**src/verilog/memory_ctrl_pkg.sv**
```systemverilog
/*
  memory_ctrl_pkg: register map, field positions, reset values and timing
  figures shared by the memory controller status and compensation block.
  Assumes a 32-bit Avalon-MM register bus with byte addresses.
*/
`default_nettype none

package memory_ctrl_pkg;

  // register byte offsets, one aligned word each
  localparam logic [7:0] OFS_IRQ_ENABLE    = 8'h00;
  localparam logic [7:0] OFS_IRQ_STATUS    = 8'h04;
  localparam logic [7:0] OFS_STROBE_DELAY  = 8'h08;
  localparam logic [7:0] OFS_PIN_IF_CTRL   = 8'h0C;
  localparam logic [7:0] OFS_PAD_COMP_CTRL = 8'h10;

  // interrupt bits, same layout in enable and status
  localparam int IRQ_COMP_DONE_BIT  = 31;
  localparam int IRQ_OFFSET_BIT     = 30;
  localparam int IRQ_DELAY_PROG_BIT = 29;
  localparam int IRQ_LSB            = 29;
  localparam int IRQ_N              = 3;

  // irq_status read-only fields
  localparam int STS_PULLUP_LSB   = 22;
  localparam int STS_PULLDN_LSB   = 15;
  localparam int STS_PHASE_LSB    = 8;
  localparam int STS_SELF_REF_BIT = 7;
  localparam int STS_OFFSET_LSB   = 0;
  localparam int CODE_W           = 7;

  // strobe_delay_status: one field per data strobe line, a byte lane each
  localparam int STROBE_N       = 4;
  localparam int STROBE_FIELD_W = 7;
  localparam int STROBE_PITCH   = 8;

  // pin_interface_ctrl fields
  localparam int PIN_PULLDOWN_BIT  = 31;
  localparam int PIN_WEAK_PULL_BIT = 30;
  localparam int PIN_CMD_HYST_BIT  = 29;
  localparam int PIN_DATA_HYST_BIT = 28;
  localparam int PIN_MUST_ONE_BIT  = 26;

  // pad_comp_ctrl fields
  localparam int COMP_SW_EVAL_BIT  = 31;
  localparam int COMP_UPDATE_BIT   = 30;
  localparam int COMP_RANGE_LSB    = 25;
  localparam int COMP_RANGE_W      = 5;
  localparam int COMP_MUST_ONE_BIT = 24;
  localparam int EVAL_INTERVAL_W   = 20;

  // reset values
  localparam logic [31:0] RST_IRQ_ENABLE    = 32'h0000_0000;
  localparam logic [31:0] RST_PIN_IF_CTRL   = 32'h0000_0000;
  localparam logic [31:0] RST_PAD_COMP_CTRL = 32'h0000_0000;

  // timing figures
  localparam int CLK_HZ          = 20_000_000;
  localparam int REF_CLK_HZ      = 13_000_000;
  localparam int PAD_NOP_CYCLES  = 4;
  localparam int PAD_LOAD_AT     = 1;

  typedef struct packed {
    logic strobe_pulldown_ctrl;
    logic strobe_weak_pull_ctrl;
    logic cmd_pad_hysteresis_en;
    logic data_pad_hysteresis_en;
  } pin_ctrl_t;

  typedef struct packed {
    logic [CODE_W-1:0] pullup_strength_code;
    logic [CODE_W-1:0] pulldown_strength_code;
  } comp_codes_t;

  typedef struct packed {
    logic comp_done;
    logic offset_range;
    logic delay_programmed;
  } irq_vec_t;

endpackage

`default_nettype wire

```
**src/verilog/memory_ctrl_status_and_comp_regs.sv**
```systemverilog
/*
  memory_ctrl_status_and_comp_regs: register bank of the dynamic memory
  controller covering interrupt enable and status, strobe delay status,
  pin interface control and pad compensation control.
  Assumes all event inputs are synchronous one-cycle pulses on clk and
  the bus master follows Avalon-MM with waitrequest.

  // Summary of operation
  // - irq_enable holds enables for compensation, offset range and delay programmed at 31..29.
  // - an event sets its status flag whatever its enable says; enables gate only irq.
  // - irq_status holds all three event flags in bits 31..29.
  // - strobe_delay_status is read-only and shows the delays applied to the strobe lines.
  // - each strobe field always equals the value loaded in its delay line, whoever set it.
  // - each strobe field counts the delay elements selected in that line.
  // - a counter on the 13 MHz reference schedules compensation evaluations.
  // - software starts an evaluation by a register bit, as it does a refresh.
  // - pin_interface_ctrl drives strobe pulls and command and data pad hysteresis.
  // - pad drive settings stay as they were until software sets the update bit.
  // - an update forces four idle cycles on the memory interface and loads the pads inside.
*/
`default_nettype none
`timescale 1ns/1ps

module memory_ctrl_status_and_comp_regs
  import memory_ctrl_pkg::*;
#(
  parameter int DRIVE_W = 32
) (
  input  wire logic                                     clk,
  input  wire logic                                     reset,
  input  wire logic [7:0]                               avs_address,
  input  wire logic                                     avs_read,
  input  wire logic                                     avs_write,
  input  wire logic [31:0]                              avs_writedata,
  input  wire logic [3:0]                               avs_byteenable,
  output logic [31:0]                                   avs_readdata,
  output logic                                          avs_waitrequest,
  output logic                                          irq,
  input  wire logic                                     ref_tick,
  output logic                                          eval_start,
  input  wire logic                                     eval_done,
  input  wire comp_codes_t                              eval_codes,
  input  wire logic [CODE_W-1:0]                        phase_value,
  input  wire logic [CODE_W-1:0]                        offset_value,
  input  wire logic                                     self_refresh_flag,
  input  wire logic                                     offset_out_of_range,
  input  wire logic                                     delay_programmed,
  input  wire logic [STROBE_N-1:0][STROBE_FIELD_W-1:0]  strobe_delay_value,
  input  wire logic [DRIVE_W-1:0]                       pad_drive_pending,
  output logic [DRIVE_W-1:0]                            pad_drive_applied,
  output logic                                          nop_insert,
  output pin_ctrl_t                                     pin_ctrl
);

  // merge a bus write into a register under the byte enables
  function automatic logic [31:0] be_merge(input logic [31:0] old_v,
                                           input logic [31:0] new_v,
                                           input logic [3:0]  be);
    logic [31:0] r;
    r = old_v;
    for (int i = 0; i < 4; i++) begin
      if (be[i]) r[i*8 +: 8] = new_v[i*8 +: 8];
    end
    return r;
  endfunction

  // true when a code moved further than the allowed window from its last value
  function automatic logic code_out_of_range(input logic [CODE_W-1:0]       old_c,
                                             input logic [CODE_W-1:0]       new_c,
                                             input logic [COMP_RANGE_W-1:0] rng);
    logic [CODE_W:0] hi;
    logic [CODE_W:0] lo_new;
    hi     = {1'b0, old_c} + {{(CODE_W+1-COMP_RANGE_W){1'b0}}, rng};
    lo_new = {1'b0, new_c} + {{(CODE_W+1-COMP_RANGE_W){1'b0}}, rng};
    return ({1'b0, new_c} > hi) || (lo_new < {1'b0, old_c});
  endfunction

  // writable masks: reserved bits never take a write
  localparam logic [31:0] IRQ_MASK   = 32'hE000_0000;
  localparam logic [31:0] PIN_MASK   = 32'hF400_0000;
  localparam logic [31:0] COMP_MASK  = 32'hFF0F_FFFF;

  logic [31:0]         irq_enable_reg;
  logic [31:0]         pin_if_ctrl_reg;
  logic [31:0]         pad_comp_ctrl_reg;
  logic [31:0]         pad_comp_ctrl_next;
  irq_vec_t            flags_reg;
  irq_vec_t            flags_next;
  comp_codes_t         codes_reg;
  logic [31:0]         readdata_reg;
  logic                ack_reg;
  logic [DRIVE_W-1:0]  pad_drive_applied_reg;

  // bus decode
  wire        req        = avs_read || avs_write;
  wire        wr_edge    = avs_write && ack_reg;
  wire        rd_edge    = avs_read && ack_reg;
  wire [7:0]  word_addr  = {avs_address[7:2], 2'b00};
  wire        sel_en     = (word_addr == OFS_IRQ_ENABLE);
  wire        sel_sts    = (word_addr == OFS_IRQ_STATUS);
  wire        sel_dly    = (word_addr == OFS_STROBE_DELAY);
  wire        sel_pin    = (word_addr == OFS_PIN_IF_CTRL);
  wire        sel_comp   = (word_addr == OFS_PAD_COMP_CTRL);
  wire        wr_en      = wr_edge && sel_en;
  wire        wr_sts     = wr_edge && sel_sts;
  wire        wr_pin     = wr_edge && sel_pin;
  wire        wr_comp    = wr_edge && sel_comp;
  wire        rd_sts     = rd_edge && sel_sts;

  // one wait state: the answer is always ready in the second cycle
  assign avs_waitrequest = req && !ack_reg;
  assign avs_readdata    = readdata_reg;

  // compensation control fields
  wire                         sw_trigger = pad_comp_ctrl_reg[COMP_SW_EVAL_BIT];
  wire                         update_bit = pad_comp_ctrl_reg[COMP_UPDATE_BIT];
  wire [COMP_RANGE_W-1:0]      comp_range =
                                 pad_comp_ctrl_reg[COMP_RANGE_LSB +: COMP_RANGE_W];
  wire [EVAL_INTERVAL_W-1:0]   eval_interval = pad_comp_ctrl_reg[EVAL_INTERVAL_W-1:0];

  logic eval_busy;
  logic sw_done;
  logic pad_load;
  logic update_done;

  comp_eval_sched #(
    .INTERVAL_W (EVAL_INTERVAL_W)
  ) u_sched (
    .clk        (clk),
    .reset      (reset),
    .ref_tick   (ref_tick),
    .interval   (eval_interval),
    .sw_trigger (sw_trigger),
    .eval_done  (eval_done),
    .eval_start (eval_start),
    .eval_busy  (eval_busy),
    .sw_done    (sw_done)
  );

  pad_update_seq #(
    .NOP_CYCLES (PAD_NOP_CYCLES),
    .LOAD_AT    (PAD_LOAD_AT)
  ) u_pad (
    .clk         (clk),
    .reset       (reset),
    .update_req  (update_bit),
    .nop_insert  (nop_insert),
    .pad_load    (pad_load),
    .update_done (update_done)
  );

  // evaluation result check against the window around the last codes
  wire eval_accept = eval_done && eval_busy;
  wire comp_oor    = eval_accept &&
                     (code_out_of_range(codes_reg.pullup_strength_code,
                                        eval_codes.pullup_strength_code, comp_range) ||
                      code_out_of_range(codes_reg.pulldown_strength_code,
                                        eval_codes.pulldown_strength_code, comp_range));

  // event set terms; flags record regardless of the enables
  irq_vec_t ev_set;
  assign ev_set.comp_done        = comp_oor;
  assign ev_set.offset_range     = offset_out_of_range;
  assign ev_set.delay_programmed = delay_programmed;

  // clear terms: a completed status read, or a one written to the flag
  irq_vec_t ev_clr;
  assign ev_clr = irq_vec_t'(({IRQ_N{rd_sts}}) |
                  ({IRQ_N{wr_sts}} & avs_writedata[IRQ_LSB +: IRQ_N]
                   & {IRQ_N{avs_byteenable[3]}}));

  // set beats clear so an event landing on the clear is kept
  assign flags_next = irq_vec_t'(ev_set | (flags_reg & ~ev_clr));

  // interrupt: status gated by the enable bits of the same layout
  assign irq = |(flags_reg & irq_enable_reg[IRQ_LSB +: IRQ_N]);

  // software bits of the compensation control word; hardware clears the
  // trigger and update bits once their work is done, a write in the same
  // cycle wins so a fresh request is never dropped
  always_comb begin
    pad_comp_ctrl_next = pad_comp_ctrl_reg;
    if (sw_done) pad_comp_ctrl_next[COMP_SW_EVAL_BIT] = 1'b0;
    if (update_done) pad_comp_ctrl_next[COMP_UPDATE_BIT] = 1'b0;
    if (wr_comp) begin
      pad_comp_ctrl_next = be_merge(pad_comp_ctrl_next,
                                    avs_writedata & COMP_MASK,
                                    avs_byteenable);
    end
  end

  // read-only views
  logic [31:0] status_view;
  logic [31:0] delay_view;
  assign status_view = {flags_reg,
                        codes_reg.pullup_strength_code,
                        codes_reg.pulldown_strength_code,
                        phase_value,
                        self_refresh_flag,
                        offset_value};

  // each strobe field follows its line live, so hardware and software
  // loaded delays both show without any shadow copy going stale
  genvar g;
  generate
    for (g = 0; g < STROBE_N; g++) begin : g_dly
      assign delay_view[g*STROBE_PITCH +: STROBE_PITCH] =
        {1'b0, strobe_delay_value[g]};
    end
  endgenerate

  // read mux; unmapped words and reserved bits read as zero
  wire [31:0] rd_mux = sel_en   ? (irq_enable_reg & IRQ_MASK) :
                       sel_sts  ? status_view :
                       sel_dly  ? delay_view :
                       sel_pin  ? (pin_if_ctrl_reg & PIN_MASK) :
                       sel_comp ? (pad_comp_ctrl_reg & COMP_MASK) :
                       32'h0000_0000;

  // pin interface outputs straight from the control register
  assign pin_ctrl.strobe_pulldown_ctrl   = pin_if_ctrl_reg[PIN_PULLDOWN_BIT];
  assign pin_ctrl.strobe_weak_pull_ctrl  = pin_if_ctrl_reg[PIN_WEAK_PULL_BIT];
  assign pin_ctrl.cmd_pad_hysteresis_en  = pin_if_ctrl_reg[PIN_CMD_HYST_BIT];
  assign pin_ctrl.data_pad_hysteresis_en = pin_if_ctrl_reg[PIN_DATA_HYST_BIT];

  // pads keep their old drive until the quiet window loads the new one
  assign pad_drive_applied = pad_drive_applied_reg;

  // bus handshake and read data capture
  always_ff @(posedge clk) begin
    if (reset) begin
      ack_reg      <= 1'b0;
      readdata_reg <= 32'h0000_0000;
    end else begin
      ack_reg      <= req && !ack_reg;
      if (avs_read && !ack_reg) readdata_reg <= rd_mux;
    end
  end

  // software-written control registers
  always_ff @(posedge clk) begin
    if (reset) begin
      irq_enable_reg    <= RST_IRQ_ENABLE;
      pin_if_ctrl_reg   <= RST_PIN_IF_CTRL;
      pad_comp_ctrl_reg <= RST_PAD_COMP_CTRL;
    end else begin
      if (wr_en) irq_enable_reg <= be_merge(irq_enable_reg,
                                            avs_writedata & IRQ_MASK,
                                            avs_byteenable);
      if (wr_pin) pin_if_ctrl_reg <= be_merge(pin_if_ctrl_reg,
                                              avs_writedata & PIN_MASK,
                                              avs_byteenable);
      pad_comp_ctrl_reg <= pad_comp_ctrl_next;
    end
  end

  // sticky flags and last accepted compensation codes
  always_ff @(posedge clk) begin
    if (reset) begin
      flags_reg <= '0;
      codes_reg <= '0;
    end else begin
      flags_reg <= flags_next;
      if (eval_accept) codes_reg <= eval_codes;
    end
  end

  // drive settings load only inside the quiet window
  always_ff @(posedge clk) begin
    if (reset) begin
      pad_drive_applied_reg <= '0;
    end else if (pad_load) begin
      pad_drive_applied_reg <= pad_drive_pending;
    end
  end

endmodule // memory_ctrl_status_and_comp_regs

`default_nettype wire

```
**src/verilog/comp_eval_sched.sv**
```systemverilog
/*
  comp_eval_sched: schedules compensation evaluations from the 13 MHz
  reference tick and from the software trigger bit.
  Assumes ref_tick is a one-cycle pulse per reference period, synchronous
  to clk, and eval_done is a one-cycle pulse from the evaluation circuit.
*/
`default_nettype none
`timescale 1ns/1ps

module comp_eval_sched
  import memory_ctrl_pkg::*;
#(
  parameter int INTERVAL_W = EVAL_INTERVAL_W
) (
  input  wire logic                  clk,
  input  wire logic                  reset,
  input  wire logic                  ref_tick,
  input  wire logic [INTERVAL_W-1:0] interval,
  input  wire logic                  sw_trigger,
  input  wire logic                  eval_done,
  output logic                       eval_start,
  output logic                       eval_busy,
  output logic                       sw_done
);

  logic [INTERVAL_W-1:0] cnt_reg;
  logic [INTERVAL_W-1:0] cnt_next;
  logic                  busy_reg;
  logic                  sw_owned_reg;
  wire                   interval_on = (interval != '0);
  wire                   wrap        = ref_tick && interval_on
                                       && ((cnt_reg + 1'b1) >= interval);
  wire                   done_ok     = eval_done && busy_reg;

  // reference-tick counter, same scheme as the refresh interval counter
  assign cnt_next   = !interval_on ? '0 :
                      wrap         ? '0 :
                      ref_tick     ? INTERVAL_W'(cnt_reg + 1'b1) : cnt_reg;
  // a hardware slot that hits a running evaluation is skipped, not queued
  assign eval_start = !busy_reg && (wrap || sw_trigger);
  assign eval_busy  = busy_reg;
  assign sw_done    = done_ok && sw_owned_reg;

  always_ff @(posedge clk) begin
    if (reset) begin
      cnt_reg      <= '0;
      busy_reg     <= 1'b0;
      sw_owned_reg <= 1'b0;
    end else begin
      cnt_reg      <= cnt_next;
      busy_reg     <= eval_start ? 1'b1 : (done_ok ? 1'b0 : busy_reg);
      sw_owned_reg <= eval_start ? sw_trigger : (done_ok ? 1'b0 : sw_owned_reg);
    end
  end

endmodule // comp_eval_sched

`default_nettype wire

```
**src/verilog/pad_update_seq.sv**
```systemverilog
/*
  pad_update_seq: opens the quiet window of idle cycles on the memory
  interface and loads the pad drivers inside it.
  Assumes the command scheduler issues a no-operation in every cycle that
  nop_insert is high.
*/
`default_nettype none
`timescale 1ns/1ps

module pad_update_seq
  import memory_ctrl_pkg::*;
#(
  parameter int NOP_CYCLES = PAD_NOP_CYCLES,
  parameter int LOAD_AT    = PAD_LOAD_AT
) (
  input  wire logic clk,
  input  wire logic reset,
  input  wire logic update_req,
  output logic      nop_insert,
  output logic      pad_load,
  output logic      update_done
);

  typedef enum logic [2:0] {
    ST_IDLE  = 3'b001,
    ST_QUIET = 3'b010,
    ST_DONE  = 3'b100
  } upd_state_t;

  upd_state_t state_reg;
  upd_state_t state_next;
  logic [2:0] cnt_reg;
  wire        last = (cnt_reg == 3'(NOP_CYCLES - 1));

  // next state of the quiet window
  always_comb begin
    state_next = state_reg;
    case (state_reg)
      ST_IDLE:  if (update_req) state_next = ST_QUIET;
      ST_QUIET: if (last) state_next = ST_DONE;
      ST_DONE:  state_next = ST_IDLE;
      default:  state_next = ST_IDLE;
    endcase
  end

  // drivers change mid-window so no command sees a half-updated pad
  assign nop_insert  = (state_reg == ST_QUIET);
  assign pad_load    = nop_insert && (cnt_reg == 3'(LOAD_AT));
  assign update_done = (state_reg == ST_DONE);

  always_ff @(posedge clk) begin
    if (reset) begin
      state_reg <= ST_IDLE;
      cnt_reg   <= 3'h0;
    end else begin
      state_reg <= state_next;
      cnt_reg   <= nop_insert ? 3'(cnt_reg + 1'b1) : 3'h0;
    end
  end

endmodule // pad_update_seq

`default_nettype wire

```
**config.mk**
```make
export PLATFORM = sky130hd
export DESIGN_NAME = memory_ctrl_status_and_comp_regs
export DESIGN_NICKNAME = d
export VERILOG_FILES = /design/src/verilog/memory_ctrl_pkg.sv /design/src/verilog/memory_ctrl_status_and_comp_regs.sv /design/src/verilog/comp_eval_sched.sv /design/src/verilog/pad_update_seq.sv
export SDC_FILE = /design/constraint.sdc
export NUM_CORES = 1
export LEC_CHECK = 0
export BUFFER_PORTS_ARGS = -buffer_cell sky130_fd_sc_hd__buf_2
export CAP_MARGIN = 20
export CORE_UTILIZATION = 55
export CTS_CLUSTER_DIAMETER = 80
export DETAILED_ROUTE_END_ITERATION = 8
export PLACE_DENSITY = 0.83
export SLEW_MARGIN = 15
export SYNTH_ARGS = -nofsm -noshare
export SYNTH_HDL_FRONTEND = slang
export SYNTH_SLANG_ARGS = --single-unit
```
**constraint.sdc**
```tcl
create_clock -name clk -period 9.3 [get_ports clk]
set_input_delay 1.86 -clock clk [delete_from_list [all_inputs] [get_ports clk]]
set_output_delay 1.86 -clock clk [all_outputs]
set_load 0.01 [all_outputs]
```
---- Word level (Yosys, flattened, before mapping) ----
Cells that the tools add are included.
word-level totals
  register bits after elaboration ......... 146
  input port bits ......................... 141
  logic and storage cells ................. 105
operators by class
  $add $sub $neg .......................... 6
  $lt $le $gt $ge ......................... 5
  equal/unequal tests ..................... 11
  muxes and demuxes ....................... 18
  bitwise logic cells ..................... 9
  reduce and logical (&&, ||, !) cells .... 36
operator list
  operator                                       count
  two-way mux 32 bit                             6
  adder 7 x 5 -> 8 bit                           4
  two-way mux 8 bit                              3
  adder 20 x 1 -> 20 bit, second input constant  1
  >= comparator 20 bit                           1
  nonzero test 20 bit                            1
  greater-than comparator 7 x 8 -> 1 bit         2
  logical AND 1 bit                              16
  less-than comparator 8 x 7 -> 1 bit            2
  AND reduction 2 bit                            7
  bitwise AND 3 bit                              4
  == test 6 x 2 -> 1 bit, second input constant  2
  logical NOT 8 bit                              1
  == test 3 x 1 -> 1 bit, second input constant  2
  == test 3 x 2 -> 1 bit, second input constant  2
  == test 6 x 1 -> 1 bit, second input constant  1
  == test 6 x 3 -> 1 bit, second input constant  1
  two-way mux 3 bit                              2
  OR 3 bit                                       2
  one-hot mux 3 bit (2 select lines)             1
  OR reduction 3 bit                             2
  logical OR 1 bit                               5
  two-way mux 1 bit                              5
  two-way mux 4 bit                              1
  other kinds (8)                                11

---- Logic depth before layout (Yosys ltp) ----
Gate-level depths: netlist (run 1).
  word-level depth ........................ 8
  depth in mapped cells ................... 14
  gate-level depth less buffers ........... 13

---- Cells and area by module ----
A second synthesis (run 1) with hierarchy kept.
unflattened totals
  cells, all modules ...................... 945
  area total of the unflattened synthesis .. 8344.3 um^2
modules (own cells, without submodules)
  module                            instances  cells each  area an instance (um^2)  sequential area each (um^2)
  memory_ctrl_status_and_comp_regs  1          681         6162.2                   2362.3
  comp_eval_sched                   1          239         1915.6                   440.4
  pad_update_seq                    1          25          266.5                    120.1

---- Worst setup path after synthesis (run 1) ----
No wires, ideal clock.
  path kind ............................... reg-to-output
  start ................................... reg u_sched.cnt_reg[0]
  end ..................................... out eval_start
  data arrival time ....................... 2.863 ns
  required time ........................... 7.440 ns
  path slack .............................. 4.577 ns
  cell stages (with the launch flop) ...... 14
  path buffers ............................ 1
  cell sequence ........................... dfxtp_1 -> ha_1 -> and3_1 -> and3_1 -> clkbuf_1 -> and4_1 -> nand3_1 -> xnor2_1 -> ha_1 -> and4_1 -> nand3_1 -> or2_2 -> o21a_1 -> a21oi_1
between the ends
  word-level cells in the longest chain between the ends .. 5
ends and longest elaborated chain
  what                      line                                    text
  start: declaration        comp_eval_sched.sv:26                   logic [INTERVAL_W-1:0] cnt_reg;
  start signal: assignment  comp_eval_sched.sv:50                   cnt_reg <= cnt_next;
  adder 20 x 1 -> 20 bit    comp_eval_sched.sv:32                   && ((cnt_reg + 1'b1) >= interval);
  >= comparator 20 bit      comp_eval_sched.sv:32
  logical AND 1 bit         comp_eval_sched.sv:32
  logical OR 1 bit          comp_eval_sched.sv:40                   assign eval_start = !busy_reg && (wrap || sw_trigger);
  logical AND 1 bit         comp_eval_sched.sv:40
  end: declaration          memory_ctrl_status_and_comp_regs.sv:40  output logic eval_start,
No other way between the ends.

---- Final worst setup path (run 1) ----
  start ................................... reg u_sched.cnt_reg[9]
  end ..................................... out eval_start
The elaborated chain is that of the path after synthesis.

==> key figures, run 1 <==
Synth
  – Ys async rst share: 0
  – Post-synthesis sequential area ratio: 0.359
  – Synth Register Bits: 146
  – Synth warn: 0
  – Netlist cell types: 59
  – Ys flop type: dfxtp_1
  – Post-synth EDFFs: 0
  – Post-Syn Nets: 1,202
  – Syn_area_per_cell: 8.24 µm²
  – Post-synthesis cell count: 987
  – Mapped Area: 8130 µm²

Setup path
  – CP Class: register to output pin
  – Worst Path Max Fanout: 7
  – R2r endpoint: flags_reg[2]$_SDFF_PP0_
  – Worst path depth: 12
  – CP dominant cell by count: nand3_1
  – Arrival time worst endpoint: 3.63 ns
  – R2R setup slack: 5.84 ns
  – Critical Path Start: u_sched.cnt_reg[9]$_SDFFE_PP0P_
  – Critical Path RT: 7.44 ns
  – Critical path endpoint: eval_start
  – CP peak stage delay: 0.47 ns
  – Worst r2r src: pad_comp_ctrl_reg[26]$_SDFFE_PP0P_
  – Critical path capture point type: output pin
  – FF-to-FF path depth: 13
  – Worst path slowest cell: dfxtp_1
  – Top delay family on crit path: simple AND/OR/NAND/NOR gates
  – Crit path cell chain: nand3_1 > or3_1 > nor4_2 > nand3_1 > xnor2_1 > ha_1 > and4_1 > nand3_1 > or2_2 > o21a_1 > a21oi_1 > buf_2
  – CP bufs+invs: 1
  – CP startpoint kind: register

Drt
  – Initial drt markers: 603
  – DR pass1 iterations: 5
  – Routed vias: 7,703
  – Drt total wl: 21,700 µm
  – Detail-routed via count per cell: 5.67
  – ANT nets after route: 0
  – Avg WL per Cell: 16.0 µm
  – Post-route DRC: 0

Placement
  – IO Port Bufs: 206
  – Routability congestion estimate: 0.895
  – Pre-CTS setup slack: 4.23 ns
  – Final HPWL DP: 15,500 µm
  – Post-DP Area: 9170 µm²

Final layout
  – Fin area: 9820 µm²
  – Nets: 1,376
  – Finished Core Util: 0.679
  – Diodes inserted: 0
  – Most common cell after layout, fill and taps aside: buf_2
  – FILL cells: 1,181
  – Syn-to-layout area delta: 20.8%
  – Most frequent cells in the layout: 205 x buf_2, 146 x dfxtp_1, 143 x nand2_1
  – Layout cells sized above 1: 0.221

STA
  – Worst setup margin: 3.81 ns
  – RSZ-0062 raised after global routing: no
  – Clock period minus worst slack: 5.49 ns
  – Worst Max-Slew Pin Slew: 1.07 ns
  – Final Hold Vio Count: 0
  – Slew Viols, Final: 0
  – Clock Skew: 0.00698 ns
  – Max Clk Rate: 182 MHz
  – Final setup violation count: 0
  – Period utilization: 0.591
  – Fin Setup TNS: 0 ns
  – Relative slew slack: 0.286

Global routing
  – Total GRT Usage: 0.283
  – Overflow after GRT: 0
  – Largest net degree at the start of global routing: 101
  – Vias in the first global route: 7,040
  – First-pass GRT wire length: 33,500 µm
  – Initial antenna violation count: 0

Clocking
  – Clk buf depth: 2
  – Post-CTS Resized: 0
  – Clk Latency, worst-skew pair: 0.43 ns
  – H-tree depth: 4
  – Num CTS Buffers: 17
  – CTS tree: done
  – Clock-pin slew on the worst setup and hold paths: 0.06 ns
  – Postcts setup bufs: 0
  – Clock Sinks: 146
  – Post-cts hold buffer count: 0
  – Clock root buffer: clkbuf_16

Outcome
  – Status: finished, final reports clean

Floorplan
  – Initial Utilization: 0.562
  – Core Region: 14,500 µm²
  – Num rows: 44
  – Die X-Extent: 124 µm
  – Die H: 124 µm
  – Ports: 213
  – Die area: 15,300 µm²

Power and ir drop
  – Leakage: 4.38 nW
  – P per Cell Area: 146 nW/µm²
  – Total design power: 1.43 mW
  – Max IR drop VDD: 121 µV

Run
  – Max cap viols: 0

Worst hold path
  – Min-Delay Path Class: register to register
## final cells by class
cell class	instances	area [µm²]	share of cell area
Multi-Input combinational cell	732	4750	0.483
Sequential cell	146	2920	0.298
Timing Repair Buffer	215	1130	0.115
Clock buffer	18	429	0.0437
Tap cell	184	230	0.0234
Inverter	49	184	0.0187
Clock inverter	14	180	0.0183
## cell usage after synthesis, types with 2 or more instances
master | count | area share
nand3_1 | 34 | 0.021
nand2b_1 | 4 | 0.0031
nand4_1 | 10 | 0.0077
a211o_1 | 3 | 0.0032
xor2_1 | 29 | 0.031
a211oi_1 | 4 | 0.0037
nor3b_1 | 2 | 0.0018
a21oi_1 | 107 | 0.066
mux2i_1 | 27 | 0.033
and2_1 | 3 | 0.0023
a31oi_1 | 7 | 0.0054
o211ai_1 | 2 | 0.0018
a222oi_1 | 22 | 0.027
nand3b_1 | 4 | 0.0037
a22oi_1 | 6 | 0.0055
ha_1 | 70 | 0.11
o21bai_1 | 3 | 0.0028
buf_2 | 7 | 0.0043
nor2_1 | 113 | 0.052
inv_1 | 49 | 0.023
nor2b_1 | 8 | 0.0062
buf_4 | 5 | 0.0046
dfxtp_1 | 146 | 0.36
a221oi_1 | 6 | 0.0065
xnor2_1 | 27 | 0.029
fa_1 | 4 | 0.0098
buf_1 | 3 | 0.0014
and3_1 | 8 | 0.0062
clkbuf_1 | 41 | 0.019
or2_2 | 2 | 0.0015
nor4_1 | 5 | 0.0038
a21o_1 | 15 | 0.014
o21a_1 | 3 | 0.0028
o21ai_0 | 21 | 0.013
and4_1 | 7 | 0.0075
buf_6 | 4 | 0.0055
nand2_1 | 143 | 0.066
or3_1 | 2 | 0.0015
nor3_1 | 11 | 0.0068
## report_power, final
| part | total (mW) | internal [mW] | switching, mW |
|---|---|---|---|
| logic | 0.0970 | 0.0409 | 0.0561 |
| clock network | 0.705 | 0.426 | 0.279 |
| registers | 0.631 | 0.628 | 0.00323 |
## routing by layer
| metal | vias up | wire, µm | global-route usage |
|---|---|---|---|
| li1 | 3789 | - | - |
| met2 | 297 | 10400 | 0.475 |
| met3 | 40 | 1610 | 0.0723 |
| met1 | 3577 | 9230 | 0.349 |
| met5 | - | 0 | 0 |
| met4 | 0 | 443 | 0.102 |
## through the flow
stage / cells / hold slack [ns]
6_report: 1358 / 0.451
5_1_grt: 1358 / 0.466
4_1_cts: 1356 / 0.452
3_5_place_dp: 1324 / 0.443
3_3_place_gp: 1324 / 0.436
2_1_floorplan: 987 / 0.421
## cells by family (layout without fill, tap and decap cells)
kind of cell               count (synthesis)  in the layout  share of synthesized area
DFF                                      146            146                      0.359
adders and majority gates                 74             74                      0.118
xor gates and xnor gates                  56             56                     0.0603
and+or+nand+nor                          363            363                      0.203
muxes                                     28             28                     0.0360
buffers and inverters                    109            296                     0.0574
AOI/OAI and AO/OA                        211            211                      0.166
## worst min-delay path, delay by kind of cell (launching register included)
family          cells  cell delay, ns
flops               1            0.31
compound gates      1            0.05
simple gates        1            0.05
## how the worst min path moves through the flow
| stage | startpoint | end | cells past startpoint |
|---|---|---|---|
| 5_1_grt | pad_drive_applied[12]$_SDFFE_PP0P_ | pad_drive_applied[12]$_SDFFE_PP0P_ | 2 |
| 3_5_place_dp | pad_drive_applied[4]$_SDFFE_PP0P_ | pad_drive_applied[4]$_SDFFE_PP0P_ | 2 |
| 4_1_cts | pad_drive_applied[4]$_SDFFE_PP0P_ | pad_drive_applied[4]$_SDFFE_PP0P_ | 2 |
| 2_1_floorplan | u_pad.cnt_reg[0]$_SDFF_PP0_ | u_pad.cnt_reg[0]$_SDFF_PP0_ | 1 |
| 6_report | pad_drive_applied[16]$_SDFFE_PP0P_ | pad_drive_applied[16]$_SDFFE_PP0P_ | 2 |
| 3_3_place_gp | u_pad.cnt_reg[0]$_SDFF_PP0_ | u_pad.cnt_reg[0]$_SDFF_PP0_ | 1 |
Note: power is estimated with default switching activity, not from simulation.
==> run 2: changes to the inputs <==
- CORE_UTILIZATION: 55 -> 48
- PLACE_DENSITY: 0.83 -> 0.77
- clock period: 9.3 -> 4.75 ns (I/O delays scaled with it)
==> key figures, run 2 (synthesized netlist as in run 1, its figures left out) <==
Drt
  – Drt total wl: 22,200 µm
  – Initial drt markers: 549
  – DR pass1 iterations: 7
  – ANT nets after route: 0
  – Detail-routed via count per cell: 5.47
  – Avg WL per Cell: 15.9 µm
  – Post-route DRC: 0
  – Routed vias: 7,639

Placement
  – Final HPWL DP: 16,000 µm
  – Post-DP Area: 9260 µm²
  – Routability congestion estimate: 0.871
  – IO Port Bufs: 206
  – Pre-CTS setup slack: 0.509 ns

Worst hold path
  – Min-Delay Path Class: register to register
  – HP Start: pad_drive_applied[25]$_SDFFE_PP0P_

Final layout
  – Nets: 1,377
  – Fin area: 9910 µm²
  – Storage element area: 2930 µm²
  – Syn-to-layout area delta: 21.8%
  – Layout cells sized above 1: 0.224
  – Finished Core Util: 0.597
  – FILL cells: 1,487
  – Area of the multi-input gates: 4760 µm²
  – Most common cell after layout, fill and taps aside: buf_2
  – Most frequent cells in the layout: 205 x buf_2, 143 x nand2_1, 143 x dfxtp_1

Clocking
  – Clock Sinks: 146
  – Clock root buffer: clkbuf_16
  – Clock-pin slew on the worst setup and hold paths: 0.06 ns
  – Num CTS Buffers: 17
  – Post-cts hold buffer count: 0
  – Clk buf depth: 2
  – Clk Latency, worst-skew pair: 0.42 ns
  – CTS tree: done
  – H-tree depth: 4

STA
  – Final setup violation count: 0
  – Final Hold Vio Count: 0
  – Clock Skew: 0.00987 ns
  – Clock period minus worst slack: 4.56 ns
  – Period utilization: 0.959
  – Worst Max-Slew Pin Slew: 0.911 ns
  – Worst setup margin: 0.193 ns
  – Fin Setup TNS: 0 ns
  – Relative slew slack: 0.393
  – Max Clk Rate: 219 MHz
  – Hold WS: 0.452 ns
  – Slew Viols, Final: 0

Run
  – Max cap viols: 0

Floorplan
  – Ports: 213
  – Num rows: 47
  – Die X-Extent: 132 µm
  – Die area: 17,500 µm²
  – Core Region: 16,600 µm²
  – Initial Utilization: 0.490
  – Die H: 132 µm

Global routing
  – First-pass GRT wire length: 35,700 µm
  – Largest net degree at the start of global routing: 88
  – Overflow after GRT: 0
  – Total GRT Usage: 0.255
  – Vias in the first global route: 7,215
  – Initial antenna violation count: 0

Power and ir drop
  – Leakage: 4.41 nW
  – P per Cell Area: 289 nW/µm²
  – Max IR drop VDD: 243 µV

Setup path
  – Worst Path Max Fanout: 5
  – Critical Path Start: u_sched.cnt_reg[10]$_SDFFE_PP0P_
  – Critical Path RT: 3.80 ns
  – CP Class: register to output pin
  – Crit path cell chain: nand3_1 > or3_1 > nor3_1 > xor2_1 > ha_1 > and3_1 > a221o_1 > a221oi_1 > or2_2 > o21a_1 > a21oi_1 > buf_2
  – Worst r2r src: pad_comp_ctrl_reg[26]$_SDFFE_PP0P_
  – Worst path slowest cell: or3_1
  – CP startpoint kind: register
  – Critical path capture point type: output pin
  – Arrival time worst endpoint: 3.61 ns
  – CP peak stage delay: 0.45 ns

Outcome
  – Status: finished, final reports clean
[run 2: critical path, delay by kind of cell, from the launching register on]
| family | cells | cell delay (ns) |
|---|---|---|
| flip-flops | 1 | 0.42 |
| AND/OR/NAND/NOR | 5 | 1.28 |
| buffers and inverters | 1 | 0.16 |
| adder cells (fa/ha/maj) | 1 | 0.26 |
| XOR/XNOR | 1 | 0.20 |
| AO/OA/AOI/OAI | 4 | 0.87 |
[run 2: cell type report]
class	count	area share
Antenna cell	1	0.000253
Clock buffer	18	0.0433
Clock inverter	14	0.0203
Inverter	49	0.0186
Multi-Input combinational cell	732	0.480
Sequential cell	146	0.295
Tap cell	220	0.0278
Timing Repair Buffer	216	0.114
[run 2: power by group]
group | internal [mW] | total, mW | switching [mW]
clock | 0.886 | 1.44 | 0.553
combinational | 0.0784 | 0.187 | 0.109
sequential | 1.23 | 1.23 | 0.00563
total | 2.19 | 2.86 | 0.667
[run 2: final timing paths]
check | depth (start not counted) | endpoint | slack (ns)
worst max-delay path | 12 | eval_start | 0.19
worst min-delay path | 2 | pad_drive_applied[25]$_SDFFE_PP0P_ | 0.45
worst max register to register | 13 | flags_reg[2]$_SDFF_PP0_ | 1.37
worst min register to register | 2 | pad_drive_applied[25]$_SDFFE_PP0P_ | 0.45
[run 2: repair_timing]
action,in CTS,in global routing
hold endpoints to repair,0,0
resized for setup,0,4
endpoints found under the setup margin,0,1
setup buffers,0,0
[run 2: per-stage QoR]
| step | power [mW] | std cells |
|---|---|---|
| 6_report | 2.86 | 1396 |
| 5_1_grt | 2.96 | 1395 |
| 4_1_cts | 2.88 | 1395 |
| 3_5_place_dp | 1.45 | 1363 |
| 3_3_place_gp | 1.44 | 1362 |
| 2_1_floorplan | 1.35 | 987 |
[run 2: layer usage]
metal,GRT usage,wire [µm]
met5,0,0
met4,0.0943,510
met3,0.0496,1420
met2,0.429,10500
met1,0.322,9830
==> run 3: changes to the inputs <==
- BUFFER_PORTS_ARGS: -buffer_cell sky130_fd_sc_hd__buf_2 -> -buffer_cell sky130_fd_sc_hd__buf_4
- CORE_UTILIZATION: 48 -> 55
- PLACE_DENSITY: 0.77 -> 0.83
- clock period: 4.75 -> 5.86 ns (I/O delays scaled with it)
==> key figures, run 3 (synthesized netlist as in run 1, its figures left out) <==
Outcome
  – Status: finished, final reports clean

STA
  – Relative slew slack: 0.376
  – Fin Setup TNS: 0 ns
  – Max Clk Rate: 207 MHz
  – Worst setup margin: 1.02 ns
  – Clock Skew: 0.0111 ns
  – Slew Viols, Final: 0
  – Final setup violation count: 0
  – Worst Max-Slew Pin Slew: 0.936 ns
  – Final Hold Vio Count: 0
  – Period utilization: 0.826
  – Clock period minus worst slack: 4.84 ns
  – RSZ-0062 raised after global routing: no

Placement
  – IO Port Bufs: 206
  – Final HPWL DP: 16,200 µm
  – Routability congestion estimate: 0.894
  – Pre-CTS setup slack: 1.53 ns

Power and ir drop
  – NetSw: 0.539 mW
  – P per Cell Area: 223 nW/µm²
  – Gate power share: 0.078
  – Reg power frac: 0.435
  – Max IR drop VDD: 188 µV
  – Pint: 1.76 mW
  – Leakage: 4.48 nW
  – Clock share of power: 0.487
  – Switching Share: 0.234

Setup path
  – Critical path capture point type: output pin
  – Worst path depth: 12
  – Worst path slowest cell: a221oi_1
  – Critical Path Start: u_sched.cnt_reg[0]$_SDFFE_PP0P_
  – CP peak stage delay: 0.47 ns
  – Arrival time worst endpoint: 3.67 ns
  – Worst r2r src: pad_comp_ctrl_reg[26]$_SDFFE_PP0P_
  – CP bufs+invs: 1
  – CP Class: register to output pin
  – Critical path endpoint: eval_start
  – Crit path cell chain: ha_1 > and3_1 > and3_1 > xor2_1 > ha_1 > and2_1 > a221oi_1 > o21ai_0 > a221oi_1 > o21a_1 > a21oi_1 > buf_4
  – R2R setup slack: 2.46 ns
  – FF-to-FF path depth: 13
  – Worst Path Max Fanout: 6
  – CP startpoint kind: register
  – Top delay family on crit path: compound AO/OA/AOI/OAI gates
  – R2r endpoint: flags_reg[2]$_SDFF_PP0_
  – Critical Path RT: 4.69 ns

Run
  – Max cap viols: 0

Clocking
  – Clock root buffer: clkbuf_16
  – H-tree depth: 4
  – Num CTS Buffers: 17
  – CTS tree: done
  – Clock-pin slew on the worst setup and hold paths: 0.06 ns
  – Clk buf depth: 2
  – Clock Sinks: 146
  – Post-CTS Resized: 0
  – Postcts setup bufs: 0
  – Clk Latency, worst-skew pair: 0.43 ns
  – Post-cts hold buffer count: 0

Floorplan
  – Die area: 15,300 µm²
  – Initial Utilization: 0.562
  – Die X-Extent: 124 µm
  – Die H: 124 µm
  – Core Region: 14,500 µm²
  – Ports: 213
  – Num rows: 44

Drt
  – DR pass1 iterations: 6
  – Drt total wl: 22,500 µm
  – Post-route DRC: 0
  – Initial drt markers: 637
  – ANT nets after route: 0
  – Detail-routed via count per cell: 5.72
  – Avg WL per Cell: 16.5 µm
  – Routed vias: 7,769

Final layout
  – Diodes inserted: 0
  – Most common cell after layout, fill and taps aside: buf_4
  – Syn-to-layout area delta: 27.0%
  – Nets: 1,377
  – Layout cells sized above 1: 0.221
  – Most frequent cells in the layout: 214 x buf_4, 146 x dfxtp_1, 143 x nand2_1
  – Finished Core Util: 0.713

Global routing
  – Initial antenna violation count: 0
  – Vias in the first global route: 7,275
  – GR Util met1: 0.368
  – Total GRT Usage: 0.294
  – First-pass GRT wire length: 34,800 µm
  – Overflow after GRT: 0
  – Met3 Use GR: 0.0600
  – Largest net degree at the start of global routing: 86
  – Most Used Layer, Global Route: met2
  – M2 GR Usage: 0.496

Worst hold path
  – Min-Delay Path Class: register to register
-- run 3: changes by cell type in the layout (fill, tap and decap cells not counted), sizes merged --
cell and delta:
bufinv -1, clkinvlp +1, diode -1
-- run 3: power by group through the flow --
| stage | Combinational, mW | Sequential (mW) | Clock, mW |
|---|---|---|---|
| 2_1_floorplan | 0.0714 | 1.02 | 0 |
| 3_3_place_gp | 0.172 | 1.02 | 0 |
| 3_5_place_dp | 0.175 | 1.02 | 0 |
| 4_1_cts | 0.176 | 1.00 | 1.13 |
| 5_1_grt | 0.194 | 1.00 | 1.17 |
| 6_report | 0.179 | 1.00 | 1.12 |
-- run 3: tightest hold or removal path, stage by stage, from the launching register on --
cell     delay (ns)
dfxtp_1        0.31
nand2_1        0.05
a21oi_1        0.05
-- run 3: cell type report --
class / count / area (µm²)
well taps: 184 / 230
fillers: 1150 / 4150
multi-input cells: 732 / 4750
clock inverters: 14 / 179
flip-flops and latches: 146 / 2920
repair buffers: 216 / 1630
clock buffers: 18 / 429
inverters: 49 / 184
-- run 3: how the worst min path moves through the flow --
stage | from | to | slack [ns] | depth (start not counted)
floorplan | u_pad.cnt_reg[0]$_SDFF_PP0_ | u_pad.cnt_reg[0]$_SDFF_PP0_ | 0.42 | 1
detailed placement | pad_drive_applied[22]$_SDFFE_PP0P_ | pad_drive_applied[22]$_SDFFE_PP0P_ | 0.45 | 2
global placement | u_pad.cnt_reg[0]$_SDFF_PP0_ | u_pad.cnt_reg[0]$_SDFF_PP0_ | 0.44 | 1
finish | pad_drive_applied[17]$_SDFFE_PP0P_ | pad_drive_applied[17]$_SDFFE_PP0P_ | 0.45 | 2
CTS | pad_drive_applied[31]$_SDFFE_PP0P_ | pad_drive_applied[31]$_SDFFE_PP0P_ | 0.46 | 2
global route | pad_drive_applied[23]$_SDFFE_PP0P_ | pad_drive_applied[23]$_SDFFE_PP0P_ | 0.46 | 2
-- run 3: metal layers --
layer  wire (µm)  share of wire
met5           0              0
met1        9290           0.41
met4         405          0.018
met2       11000           0.49
met3        1790          0.080
-- run 3: metrics by stage --
| stage | hold WS, ns | power [mW] | instances | cell area, µm² |
|---|---|---|---|---|
| finish | 0.454 | 2.30 | 1359 | 10300 |
| CTS | 0.455 | 2.31 | 1357 | 10300 |
| global placement | 0.435 | 1.19 | 1325 | 9690 |
| global route | 0.464 | 2.37 | 1359 | 10300 |
| detailed placement | 0.447 | 1.20 | 1325 | 9690 |
| floorplan | 0.421 | 1.09 | 987 | 8130 |
